**config.mk**
```make
export PLATFORM = sky130hd
export DESIGN_NAME = rtcci_top
export DESIGN_NICKNAME = d
export VERILOG_FILES = /design/src/hdl/rtcci_pkg.sv /design/src/hdl/rtcci_flag.sv /design/src/hdl/rtcci_sync.sv /design/src/hdl/rtcci_top.sv
export SDC_FILE = /design/constraint.sdc
export NUM_CORES = 1
export LEC_CHECK = 0
export BUFFER_PORTS_ARGS = -buffer_cell sky130_fd_sc_hd__buf_2
export CAP_MARGIN = 10
export CORE_AREA = 2 2 82 84
export DETAILED_ROUTE_END_ITERATION = 8
export DIE_AREA = 0 0 84 86
export PLACE_DENSITY = 0.84
export SYNTH_ARGS = -nofsm -noshare
export SYNTH_HDL_FRONTEND = slang
export SYNTH_HIERARCHICAL = 1
export SYNTH_SLANG_ARGS = --single-unit
```
**constraint.sdc**
```tcl
create_clock -name clk -period 4.25 [get_ports clk]
set_input_delay 0.425 -clock clk [delete_from_list [all_inputs] [get_ports clk]]
set_output_delay 0.425 -clock clk [all_outputs]
set_load 0.05 [all_outputs]
```
**src/hdl/rtcci_pkg.sv**
```systemverilog
// Shared constants and types for the clock control/status block and its serial slave port.
// Assumes a single 10 MHz system clock and register byte addressing through the slave pointer.
package rtcci_pkg;

   // Data and counter widths.
   localparam int BYTE_W = 8;
   localparam int CNT_W = 4;

   // Seven-bit slave address, binary 1101000.
   localparam logic [6:0] SLAVE_ADDR = 7'h68;

   // Register offsets as seen through the register pointer.
   localparam logic [7:0] REG_CONTROL = 8'h0e;
   localparam logic [7:0] REG_STATUS = 8'h0f;
   localparam logic [7:0] CAL_LAST = 8'h06;

   // Control register field positions.
   localparam int CTRL_SPARE = 7;
   localparam int CTRL_HOLD = 5;
   localparam int CTRL_RATE_HI = 4;
   localparam int CTRL_RATE_LO = 3;
   localparam int CTRL_ROUTE = 2;
   localparam int CTRL_SECOND_ALARM_IRQ_ENABLE = 1;
   localparam int CTRL_FIRST_ALARM_IRQ_ENABLE = 0;

   // Status register field positions.
   localparam int STAT_OSC = 7;
   localparam int STAT_BAD = 2;
   localparam int STAT_A2 = 1;
   localparam int STAT_A1 = 0;

   // Values after reset and the writable bits of the control register.
   localparam logic [7:0] CTRL_RESET = 8'h38;
   localparam logic [7:0] CTRL_WR_MASK = 8'hbf;
   localparam logic OSC_FLAG_RESET = 1'b1;
   localparam logic PIN_IDLE = 1'b1;

   // Rate codes of the square-wave selector.
   localparam logic [1:0] RATE_1HZ = 2'h0;
   localparam logic [1:0] RATE_4096HZ = 2'h1;
   localparam logic [1:0] RATE_8192HZ = 2'h2;
   localparam logic [1:0] RATE_32KHZ = 2'h3;

   // Bits per byte on the serial bus, counted by rising clock edges.
   localparam logic [3:0] BITS_PER_BYTE = 4'h8;

   // Bus timing against the system clock; fast mode leaves the fewest samples.
   localparam int CLK_HZ = 10000000;
   localparam int STD_SCL_HZ = 100000;
   localparam int FAST_SCL_HZ = 400000;
   localparam int FAST_SCL_PERIOD_CYC = CLK_HZ / FAST_SCL_HZ;
   localparam int STD_SCL_PERIOD_CYC = CLK_HZ / STD_SCL_HZ;

   // States of the serial slave.
   typedef enum logic [2:0] {
      ST_IDLE = 3'h0,
      ST_ADDR = 3'h1,
      ST_PTR = 3'h2,
      ST_WDATA = 3'h3,
      ST_ACK = 3'h4,
      ST_RDATA = 3'h5,
      ST_RACK = 3'h6,
      ST_IGNORE = 3'h7
   } rtcci_state_e;

endpackage : rtcci_pkg

```
**src/hdl/rtcci_flag.sv**
```systemverilog
// Sticky status flag: hardware sets it, software clears it, a set wins over a clear.
// Assumes set and clr are single-cycle terms from the same clock domain.
`timescale 1ns/100ps
module rtcci_flag #(
   parameter logic RESET_VAL = 1'b0
) (
   input wire logic clk,
   input wire logic sys_rst,
   input wire logic set,
   input wire logic clr,
   output logic q
);
   import rtcci_pkg::*;

   logic q_q;

   // Setting has priority so an event in the clearing cycle is not lost.
   always_ff @(posedge clk) begin
      if (sys_rst) begin
         q_q <= RESET_VAL;
      end else if (set) begin
         q_q <= 1'b1;
      end else if (clr) begin
         q_q <= 1'b0;
      end
   end

   assign q = q_q;
endmodule : rtcci_flag

```
**src/hdl/rtcci_sync.sv**
```systemverilog
// Three-stage input synchroniser with a two-sample agreement filter.
// Assumes the input is asynchronous to clk and idles at the IDLE_VAL level.
`timescale 1ns/100ps
module rtcci_sync #(
   parameter logic IDLE_VAL = 1'b1
) (
   input wire logic clk,
   input wire logic sys_rst,
   input wire logic pin,
   output logic q
);
   import rtcci_pkg::*;

   logic s1_q;
   logic s2_q;
   logic s3_q;
   logic q_q;

   // The first stage feeds only the second; the filter compares stages two and three.
   always_ff @(posedge clk) begin
      if (sys_rst) begin
         s1_q <= IDLE_VAL;
         s2_q <= IDLE_VAL;
         s3_q <= IDLE_VAL;
      end else begin
         s1_q <= pin;
         s2_q <= s1_q;
         s3_q <= s2_q;
      end
   end

   // A change counts only once two later samples agree, which rejects one-cycle spikes.
   always_ff @(posedge clk) begin
      if (sys_rst) begin
         q_q <= IDLE_VAL;
      end else if (s2_q == s3_q) begin
         q_q <= s2_q;
      end
   end

   assign q = q_q;
endmodule : rtcci_sync

```
**src/hdl/rtcci_top.sv**
```systemverilog
// Control and status registers of a serial clock/calendar with their two-wire slave port.
// Assumes calendar, alarm comparators and wave dividers sit outside on the same clock.
`timescale 1ns/100ps
module rtcci_top (
   input wire logic clk,
   input wire logic sys_rst,
   input wire logic scl_pin,
   input wire logic sda_pin,
   output logic sda_out,
   output logic sda_oe,
   input wire logic sec_tick,
   input wire logic first_alarm_match,
   input wire logic second_alarm_match,
   input wire logic osc_stopped,
   input wire logic bad_value_seen,
   input wire logic wave_1hz,
   input wire logic wave_4096hz,
   input wire logic wave_8192hz,
   input wire logic wave_32khz,
   input wire logic [rtcci_pkg::BYTE_W-1:0] cal_rd_data,
   output logic [rtcci_pkg::BYTE_W-1:0] cal_rd_addr,
   output logic cal_wr_stb,
   output logic [rtcci_pkg::BYTE_W-1:0] cal_wr_addr,
   output logic [rtcci_pkg::BYTE_W-1:0] cal_wr_data,
   output logic cal_run,
   output logic cal_clear,
   output logic wave_or_irq_pin,
   output logic alternate_irq_pin_n
);
   import rtcci_pkg::*;

   logic scl_f;
   logic sda_f;
   logic scl_p_q;
   logic sda_p_q;
   rtcci_state_e state_q, state_d;
   rtcci_state_e ack_next_q, ack_next_d;
   logic [CNT_W-1:0] cnt_q, cnt_d;
   logic [BYTE_W-1:0] shift_q, shift_d;
   logic [BYTE_W-1:0] ptr_q, ptr_d;
   logic oe_q, oe_d;
   logic mack_q, mack_d;
   logic [BYTE_W-1:0] ctrl_q;
   logic cal_wr_stb_q;
   logic [BYTE_W-1:0] cal_wr_addr_q;
   logic [BYTE_W-1:0] cal_wr_data_q;
   logic cal_run_q;
   logic cal_clear_q;
   logic pin_q;
   logic alt_q;
   logic sda_out_q;
   logic osc_f;
   logic bad_f;
   logic a2_f;
   logic a1_f;

   // Both bus lines are asynchronous to clk and pass the filtered synchroniser.
   rtcci_sync #(.IDLE_VAL(PIN_IDLE)) u_scl_sync (
      .clk(clk),
      .sys_rst(sys_rst),
      .pin(scl_pin),
      .q(scl_f)
   );
   rtcci_sync #(.IDLE_VAL(PIN_IDLE)) u_sda_sync (
      .clk(clk),
      .sys_rst(sys_rst),
      .pin(sda_pin),
      .q(sda_f)
   );

   // Previous filtered levels for edge and condition detection.
   always_ff @(posedge clk) begin
      if (sys_rst) begin
         scl_p_q <= PIN_IDLE;
         sda_p_q <= PIN_IDLE;
      end else begin
         scl_p_q <= scl_f;
         sda_p_q <= sda_f;
      end
   end

   // Bus events; start and stop need the clock high in both samples.
   wire scl_rise = scl_f && !scl_p_q;
   wire scl_fall = !scl_f && scl_p_q;
   wire bus_start = scl_f && scl_p_q && sda_p_q && !sda_f;
   wire bus_stop = scl_f && scl_p_q && !sda_p_q && sda_f;
   wire byte_done = (cnt_q == BITS_PER_BYTE);
   wire addr_hit = (shift_q[7:1] == SLAVE_ADDR);

   // Register decode and read selection.
   wire is_ctrl = (ptr_q == REG_CONTROL);
   wire is_stat = (ptr_q == REG_STATUS);
   wire byte_wr = scl_fall && byte_done && (state_q == ST_WDATA);
   wire ctrl_wr = byte_wr && is_ctrl;
   wire stat_wr = byte_wr && is_stat;
   wire cal_time_wr = byte_wr && (ptr_q <= CAL_LAST);
   wire [BYTE_W-1:0] stat_rd = {osc_f, 4'h0, bad_f, a2_f, a1_f};
   wire [BYTE_W-1:0] rd_byte = is_ctrl ? ctrl_q : (is_stat ? stat_rd : cal_rd_data);
   wire rd_load = scl_fall && (((state_q == ST_ACK) && (ack_next_q == ST_RDATA))
                  || ((state_q == ST_RACK) && mack_q));

   // Slave sequencer; start and stop override whatever byte is in flight.
   always_comb begin
      state_d = state_q;
      ack_next_d = ack_next_q;
      cnt_d = cnt_q;
      shift_d = shift_q;
      ptr_d = ptr_q;
      oe_d = oe_q;
      mack_d = mack_q;
      if (bus_start) begin
         state_d = ST_ADDR;
         cnt_d = '0;
         oe_d = 1'b0;
      end else if (bus_stop) begin
         state_d = ST_IDLE;
         oe_d = 1'b0;
      end else begin
         unique case (state_q)
            ST_IDLE, ST_IGNORE: begin
               // Released until the next start condition.
               oe_d = 1'b0;
            end
            ST_ADDR, ST_PTR, ST_WDATA: begin
               if (scl_rise) begin
                  shift_d = {shift_q[6:0], sda_f};
                  cnt_d = cnt_q + 4'h1;
               end else if (scl_fall && byte_done) begin
                  cnt_d = '0;
                  oe_d = 1'b1;
                  state_d = ST_ACK;
                  if (state_q == ST_ADDR) begin
                     if (addr_hit) begin
                        ack_next_d = shift_q[0] ? ST_RDATA : ST_PTR;
                     end else begin
                        oe_d = 1'b0;
                        state_d = ST_IGNORE;
                     end
                  end else begin
                     ack_next_d = ST_WDATA;
                     ptr_d = (state_q == ST_PTR) ? shift_q : ptr_q + 8'h01;
                  end
               end
            end
            ST_ACK: begin
               if (scl_fall && (ack_next_q != ST_RDATA)) begin
                  oe_d = 1'b0;
                  state_d = ack_next_q;
               end
            end
            ST_RDATA: begin
               if (scl_rise) begin
                  cnt_d = cnt_q + 4'h1;
               end else if (scl_fall) begin
                  if (byte_done) begin
                     oe_d = 1'b0;
                     state_d = ST_RACK;
                  end else begin
                     shift_d = {shift_q[6:0], 1'b0};
                     oe_d = !shift_q[6];
                  end
               end
            end
            ST_RACK: begin
               if (scl_rise) begin
                  mack_d = !sda_f;
               end else if (scl_fall && !mack_q) begin
                  state_d = ST_IGNORE;
               end
            end
         endcase
         // Loading the next read byte drives its first bit while the clock is low.
         if (rd_load) begin
            shift_d = rd_byte;
            ptr_d = ptr_q + 8'h01;
            oe_d = !rd_byte[7];
            cnt_d = '0;
            state_d = ST_RDATA;
         end
      end
   end

   // Sequencer registers; the pointer keeps its value across transfers.
   always_ff @(posedge clk) begin
      if (sys_rst) begin
         state_q <= ST_IDLE;
         ack_next_q <= ST_IDLE;
         cnt_q <= '0;
         shift_q <= '0;
         ptr_q <= '0;
         oe_q <= 1'b0;
         mack_q <= 1'b0;
      end else begin
         state_q <= state_d;
         ack_next_q <= ack_next_d;
         cnt_q <= cnt_d;
         shift_q <= shift_d;
         ptr_q <= ptr_d;
         oe_q <= oe_d;
         mack_q <= mack_d;
      end
   end

   // Control register; the unused bit is masked off on every write.
   always_ff @(posedge clk) begin
      if (sys_rst) begin
         ctrl_q <= CTRL_RESET;
      end else if (ctrl_wr) begin
         ctrl_q <= shift_q & CTRL_WR_MASK;
      end else if (cal_time_wr) begin
         ctrl_q[CTRL_HOLD] <= 1'b1;
      end
   end

   // Calendar-side strobes; the clear pulse marks a write that releases the hold.
   always_ff @(posedge clk) begin
      if (sys_rst) begin
         cal_wr_stb_q <= 1'b0;
         cal_wr_addr_q <= '0;
         cal_wr_data_q <= '0;
         cal_clear_q <= 1'b0;
         cal_run_q <= 1'b0;
      end else begin
         cal_wr_stb_q <= byte_wr && !is_ctrl && !is_stat;
         cal_wr_addr_q <= ptr_q;
         cal_wr_data_q <= shift_q;
         cal_clear_q <= ctrl_wr && ctrl_q[CTRL_HOLD] && !shift_q[CTRL_HOLD];
         cal_run_q <= !ctrl_q[CTRL_HOLD];
      end
   end

   // Status flags; writing one leaves a flag alone, writing zero clears it.
   rtcci_flag #(.RESET_VAL(OSC_FLAG_RESET)) u_osc_flag (
      .clk(clk),
      .sys_rst(sys_rst),
      .set(osc_stopped),
      .clr(stat_wr && !shift_q[STAT_OSC]),
      .q(osc_f)
   );
   rtcci_flag #(.RESET_VAL(1'b0)) u_bad_flag (
      .clk(clk),
      .sys_rst(sys_rst),
      .set(bad_value_seen),
      .clr(stat_wr && !shift_q[STAT_BAD]),
      .q(bad_f)
   );
   rtcci_flag #(.RESET_VAL(1'b0)) u_a2_flag (
      .clk(clk),
      .sys_rst(sys_rst),
      .set(sec_tick && second_alarm_match),
      .clr(stat_wr && !shift_q[STAT_A2]),
      .q(a2_f)
   );
   rtcci_flag #(.RESET_VAL(1'b0)) u_a1_flag (
      .clk(clk),
      .sys_rst(sys_rst),
      .set(sec_tick && first_alarm_match),
      .clr(stat_wr && !shift_q[STAT_A1]),
      .q(a1_f)
   );

   // Pin selection; interrupts are active low and a bad time value silences them.
   wire [1:0] rate = ctrl_q[CTRL_RATE_HI:CTRL_RATE_LO];
   wire route = ctrl_q[CTRL_ROUTE];
   wire wave_sel = (rate == RATE_1HZ) ? wave_1hz :
                   (rate == RATE_4096HZ) ? wave_4096hz :
                   (rate == RATE_8192HZ) ? wave_8192hz : wave_32khz;
   wire irq_n = bad_f ? 1'b1 :
                ctrl_q[CTRL_FIRST_ALARM_IRQ_ENABLE] ? !a1_f :
                ctrl_q[CTRL_SECOND_ALARM_IRQ_ENABLE] ? !a2_f : 1'b1;
   wire pin_d = route ? irq_n : wave_sel;
   wire alt_d = !(!route && ctrl_q[CTRL_SECOND_ALARM_IRQ_ENABLE] && a2_f && !bad_f);

   // Output flops; the data line only ever pulls low, so its level is a fixed zero.
   always_ff @(posedge clk) begin
      if (sys_rst) begin
         pin_q <= PIN_IDLE;
         alt_q <= PIN_IDLE;
         sda_out_q <= 1'b0;
      end else begin
         pin_q <= pin_d;
         alt_q <= alt_d;
         sda_out_q <= 1'b0;
      end
   end

   assign sda_out = sda_out_q;
   assign sda_oe = oe_q;
   assign cal_rd_addr = ptr_q;
   assign cal_wr_stb = cal_wr_stb_q;
   assign cal_wr_addr = cal_wr_addr_q;
   assign cal_wr_data = cal_wr_data_q;
   assign cal_run = cal_run_q;
   assign cal_clear = cal_clear_q;
   assign wave_or_irq_pin = pin_q;
   assign alternate_irq_pin_n = alt_q;
endmodule : rtcci_top
```
==> impl_metrics.tcl, run 1 <==
set metrics [dict create \
    setup_viol 0 \
    nets 475 \
    synth_flop_cell "dfxtp_1" \
    worst_hold_path_type "in2reg" \
    initial_core_util_pct 54.6 \
    area_growth_pct 12.1 \
    cts_buffers 9 \
    synthDistinctLibCells 64 \
    critPathKind "reg2reg" \
    p_seq_share_pct 57.9 \
    drive_gt1_share_pct 19.9 \
    top_layer "met4" \
    slew_headroom_pct 49.6 \
    worstSkewPairLatency_ns 0.34 \
    cts_max_level 3 \
    n_antenna_cell 0 \
    fill_cells 564 \
    first_pass_iters 5 \
    yosysWarnings 6 \
    drc_errors 0 \
    synth-seq-area-share_pct 40.9 \
    cts_resized 0 \
    vias 3183 \
    finalPower_mw 1.15 \
    core_mm2 0.00628 \
    routed-wl-met2_um 3910 \
    path_clk_slew_ns 0.08 \
    p_per_area_mw_per_mm2 299 \
    clock_tree.root_cell "clkbuf_8" \
    wl_per_cell_um 15.6 \
    cts_tree "yes" \
    yosysTopAreaCellShare_pct 40.9 \
    dp_cells 515 \
    die_h_um 86 \
    cts_setup_buffers 0 \
    netlist.top_cell.by_area "dfxtp_1" \
    syn-num-nets 438 \
    drt_iter0_drc 286 \
    rsz0062_at_grt "no" \
    ant_nets 0 \
    combPwrFrac_pct 3.4 \
    p_int_uw 878 \
    ir_worst_vdd_mv 0.295 \
    die_w_um 84 \
    p_sw_share_pct 23.5 \
    leakage_nw 1.47 \
    final_cells 530 \
    outcome "finished, final reports clean" \
    gp_congestion 0.940 \
    hold_viol 0 \
    final_cell_area_mm2 0.00384 \
    ctsHoldBuffers 0 \
    io_pins 52 \
    cts_max_path_buffers 2 \
    grt_pass1_vias 2802 \
    grt.total_usage_pct 23.3 \
    slew_viol_final 0 \
    wirelength_um 8250 \
    p_clk_share_pct 38.7 \
    min_period_ns 2.63 \
    final.setup.tns_ns 0 \
    end_kind "flop" \
    worstMarginPinSlew_ns 0.755 \
    grt-ovfl-total 0 \
    grt_pass1_wl_um 13600 \
    max_cap_viol_count 0 \
    synth_cells 413 \
    grt_antenna_before_repair 0 \
    cp.required_ns 4.49 \
    grt_max_degree 55 \
    via_per_inst 6.01 \
    placementRows 29 \
    dp_hpwl_um 5660 \
    cp-start-kind "flop" \
    fmax_mhz 380 \
    p_switching_uw 270 \
    clock_sinks 70 \
    syn_area_mm2 0.00343 \
    yosys-top-cells-area "dfxtp_1, a21oi_1, nand2_1" \
    clock_skew_ns 0.00948 \
    post_dp_cell_area_mm2 0.00368 \
    syn_area_per_cell_um2 8.29 \
    arrival_ns 2.87 \
    finalCritPeriodShare_pct 62.0 \
    synth-edff-count 0 \
    io_buffers 50 \
    wl_met3_um 537 \
    async_flop_share_pct 0 \
    setup_ws_ns 1.62 \
    drt-met1-wl_um 3640 \
    cp_max_fo 25 \
    place_ws_ns 1.66 \
    ys_seq_elements 70 \
    die_area_mm2 0.00722 \
]
area by class of cell:
| cell class | count | area [µm²] | share of cell area (%) |
|---|---|---|---|
| clock inverters | 5 | 28.8 | 0.749 |
| inverters | 14 | 52.6 | 1.37 |
| well taps | 77 | 96.3 | 2.51 |
| clock buffers | 9 | 124 | 3.23 |
| repair buffers | 53 | 277 | 7.20 |
| multi-input cells | 302 | 1860 | 48.5 |
| flip-flops and latches | 70 | 1400 | 36.5 |
power by group through the flow:
stage	clock network (mW)	logic, mW	registers, mW
6_report	0.444	0.0395	0.665
4_1_cts	0.455	0.0393	0.665
5_1_grt	0.484	0.0433	0.665
3_3_place_gp	0	0.0389	0.679
2_1_floorplan	0	0.0216	0.681
3_5_place_dp	0	0.0394	0.680
metal layers:
metal	track usage [%]	vias to the layer above
li1	-	1547
met1	32.1	1488
met2	36.4	134
met3	4.72	14
met4	8.94	0
met5	0	-
cells by family after synthesis:
group                    Yosys count  share of synthesized area, %
adder cells (fa/ha/maj)            4                          1.46
AND/OR/NAND/NOR                  176                          27.3
other                              1                         0.109
buffers and inverters             41                          4.93
AO/OA/AOI/OAI                    114                          22.5
multiplexers                       6                          2.56
flip-flops                        70                          40.9
XOR/XNOR                           1                         0.256
synth_stat cells (4+ instances only):
cell type,instances
dfxtp_1,70
nand2_1,40
nor2_1,35
a21oi_1,31
o21ai_0,30
clkbuf_1,21
nor2b_1,21
inv_1,14
nand3_1,12
nor3_1,11
a31oi_1,8
nand2b_1,7
and2_1,6
or2_1,6
and3_1,5
nor3b_1,5
or2_2,5
a221oi_1,4
ha_1,4
o31ai_1,4
layout by cell type, fill, tap and decap left out, types with 11 or more instances in the layout:
cell / instances
a21oi_1: 31
buf_2: 50
dfxtp_1: 70
inv_1: 14
nand2_1: 40
nand3_1: 12
nor2_1: 35
nor2b_1: 21
nor3_1: 11
o21ai_0: 30
worst paths after layout:
| check | to | startpoint | slack [ns] | cells past startpoint |
|---|---|---|---|---|
| hold / removal | u_scl_sync/s1_q | scl_pin | 0.26 | 2 |
| setup / recovery | cnt_q[2] | state_q[2] | 1.62 | 5 |
| hold reg to reg | u_sda_sync/s2_q | u_sda_sync/s1_q | 0.41 | 1 |
| setup reg to reg | cnt_q[2] | state_q[2] | 1.62 | 5 |
critical path, stage by stage (launching register included):
cell and delay, ns:
dfxtp_1 0.82, nand2b_1 0.35, a211oi_4 0.48, o32ai_1 0.26, or2_2 0.37, o41ai_1 0.25
stage by stage:
step | util (%) | hold WS, ns
3_5_place_dp | 58.6 | 0.397
4_1_cts | 61.0 | 0.248
3_3_place_gp | 58.6 | 0.390
2_1_floorplan | - | 0.385
5_1_grt | 61.2 | 0.252
6_report | 61.2 | 0.262
registers in the layout, indices dropped and copies added (netlist names), 3 cells and up:
name         flops
cal_wr_addr      8
ack_next_q       3
ctrl_q           7
cal_rd_addr      8
state_q          3
cal_wr_data      8
cnt_q            4
shift_q          8
(Power assumes the default switching activity.)
==> run 2, diff against run 1 <==
Clock period 4.25 ns to 2.55 ns, I/O delays scaled along.
==> run 2 against run 1 <==
- via count is 3.2% higher
- power is 90% higher
- clock power is 130% higher
- die area stayed put
- sequential power is 67% higher
- register-to-register slack worse by 1.4 ns
- final cell count is 1.5% higher
- maximum frequency is 15% higher
- critical path depth stayed put
- utilization is 1.9 points higher
- worst hold slack worse by 0.19 ns
- largest cell class unchanged
- largest power group unchanged
==> impl_metrics.tcl, run 2 (synthesis gave the netlist of run 1 again) <==
set metrics [dict create \
    setup_viol 0 \
    first_pass_iters 5 \
    ctsHoldBuffers 0 \
    die_w_um 84 \
    setup_ws_ns 0.258 \
    leakage_nw 1.53 \
    cts_buffers 9 \
    worst_hold_path_type "in2reg" \
    path_clk_slew_ns 0.08 \
    cp_slowest_stage_delay_ns 0.51 \
    clock_skew_ns 0.00878 \
    placementRows 29 \
    grt_antenna_before_repair 0 \
    initial_core_util_pct 54.6 \
    fmax_mhz 436 \
    cts_max_level 3 \
    slew_headroom_pct 64.9 \
    slew_viol_final 0 \
    die_h_um 86 \
    clock_tree.root_cell "clkbuf_8" \
    worstSkewPairLatency_ns 0.36 \
    drc_errors 0 \
    ant_nets 0 \
    cp_max_fo 15 \
    drive_gt1_share_pct 21.3 \
    arrival_ns 2.55 \
    place_ws_ns 0.364 \
    grt_pass1_wl_um 14400 \
    area_growth_pct 15.5 \
    grt-ovfl-total 0 \
    min_period_ns 2.29 \
    io_pins 52 \
    via_per_inst 6.11 \
    cp.required_ns 2.81 \
    clock_sinks 70 \
    ir_worst_vdd_mv 0.403 \
    cts_resized 0 \
    r2r-start "state_q[1]" \
    crit_start "state_q[1]" \
    worstMarginPinSlew_ns 0.526 \
    rsz0062_at_grt "no" \
    crit_chain "nand4bb_1 -> a211o_1 -> a32oi_4 -> nor2_1 -> a311oi_1" \
    finalCritPeriodShare_pct 89.9 \
    core_mm2 0.00628 \
    grt_max_degree 35 \
    slowest_stage "a211o_1" \
    n_antenna_cell 0 \
    nets 482 \
    vias 3285 \
    p_per_area_mw_per_mm2 552 \
    max_cap_viol_count 0 \
    wirelength_um 8720 \
    io_buffers 50 \
    cts_max_path_buffers 2 \
    critPathKind "reg2reg" \
    hold_viol 0 \
    hp-start "sda_pin" \
    utilization_pct 63.0 \
    wl_per_cell_um 16.2 \
    grt.total_usage_pct 25.0 \
    holdWs_ns 0.0749 \
    dp_hpwl_um 5930 \
    final_common_cell "dfxtp_1" \
    end_kind "flop" \
    drt_iter0_drc 429 \
    outcome "finished, final reports clean" \
    finalPower_mw 2.19 \
    grt_pass1_vias 2973 \
    cp-start-kind "flop" \
    fill_cells 528 \
    final_cell_mix "dfxtp_1, buf_2, nand2_1" \
    final.setup.tns_ns 0 \
    cts_setup_buffers 0 \
    die_area_mm2 0.00722 \
    gp_congestion 0.962 \
    cts_tree "yes" \
]
-- run 2: cell types whose count changed in the layout (fill, tap and decap cells not counted), sizes merged --
cell,change
buf,+7
clkinv,-4
bufinv,+2
clkbuf,+1
clkinvlp,+2
-- run 2: worst paths after layout --
check	slack, ns	endpoint	cells after the start
worst max-delay path	0.26	shift_q[6]	5
worst min-delay path	0.07	u_sda_sync/s1_q	2
worst max register to register	0.26	shift_q[6]	5
worst min register to register	0.41	u_scl_sync/s2_q	1
-- run 2: routing by layer --
metal	global-route usage, %	vias to the layer above	share of wire [%]
met5	0	-	0
met1	31.9	1501	42
met3	6.45	31	8.4
met4	11.9	0	3.2
met2	39.6	200	46
li1	-	1553	-
-- run 2: report_power, final --
part,switching (mW),leakage [nW],internal (mW)
combinational,0.0412,0.854,0.0253
sequential,0.00610,0.566,1.10
clock,0.438,0.105,0.573
total,0.486,1.53,1.70
-- run 2: through the flow --
step | std cells | instance area [µm²]
finish | 538 | 3960
CTS | 538 | 3960
floorplan | 413 | 3430
global route | 538 | 3960
global placement | 523 | 3740
detailed placement | 523 | 3740
-- run 2: cell type report --
cell class	count	area, µm²	share of cell area (%)
Tap cell	77	96.3	2.43
Clock buffer	10	138	3.48
Timing Repair Buffer	60	325	8.22
Sequential cell	70	1400	35.4
Multi-Input combinational cell	302	1860	47.0
Inverter	14	52.6	1.33
Clock inverter	5	83.8	2.12
-- run 2: worst max-delay path, delay by kind of cell (launching register included) --
| kind | cells | cell delay [ns] |
|---|---|---|
| AND/OR/NAND/NOR | 2 | 0.45 |
| flip-flops | 1 | 0.45 |
| AO/OA/AOI/OAI | 3 | 1.29 |
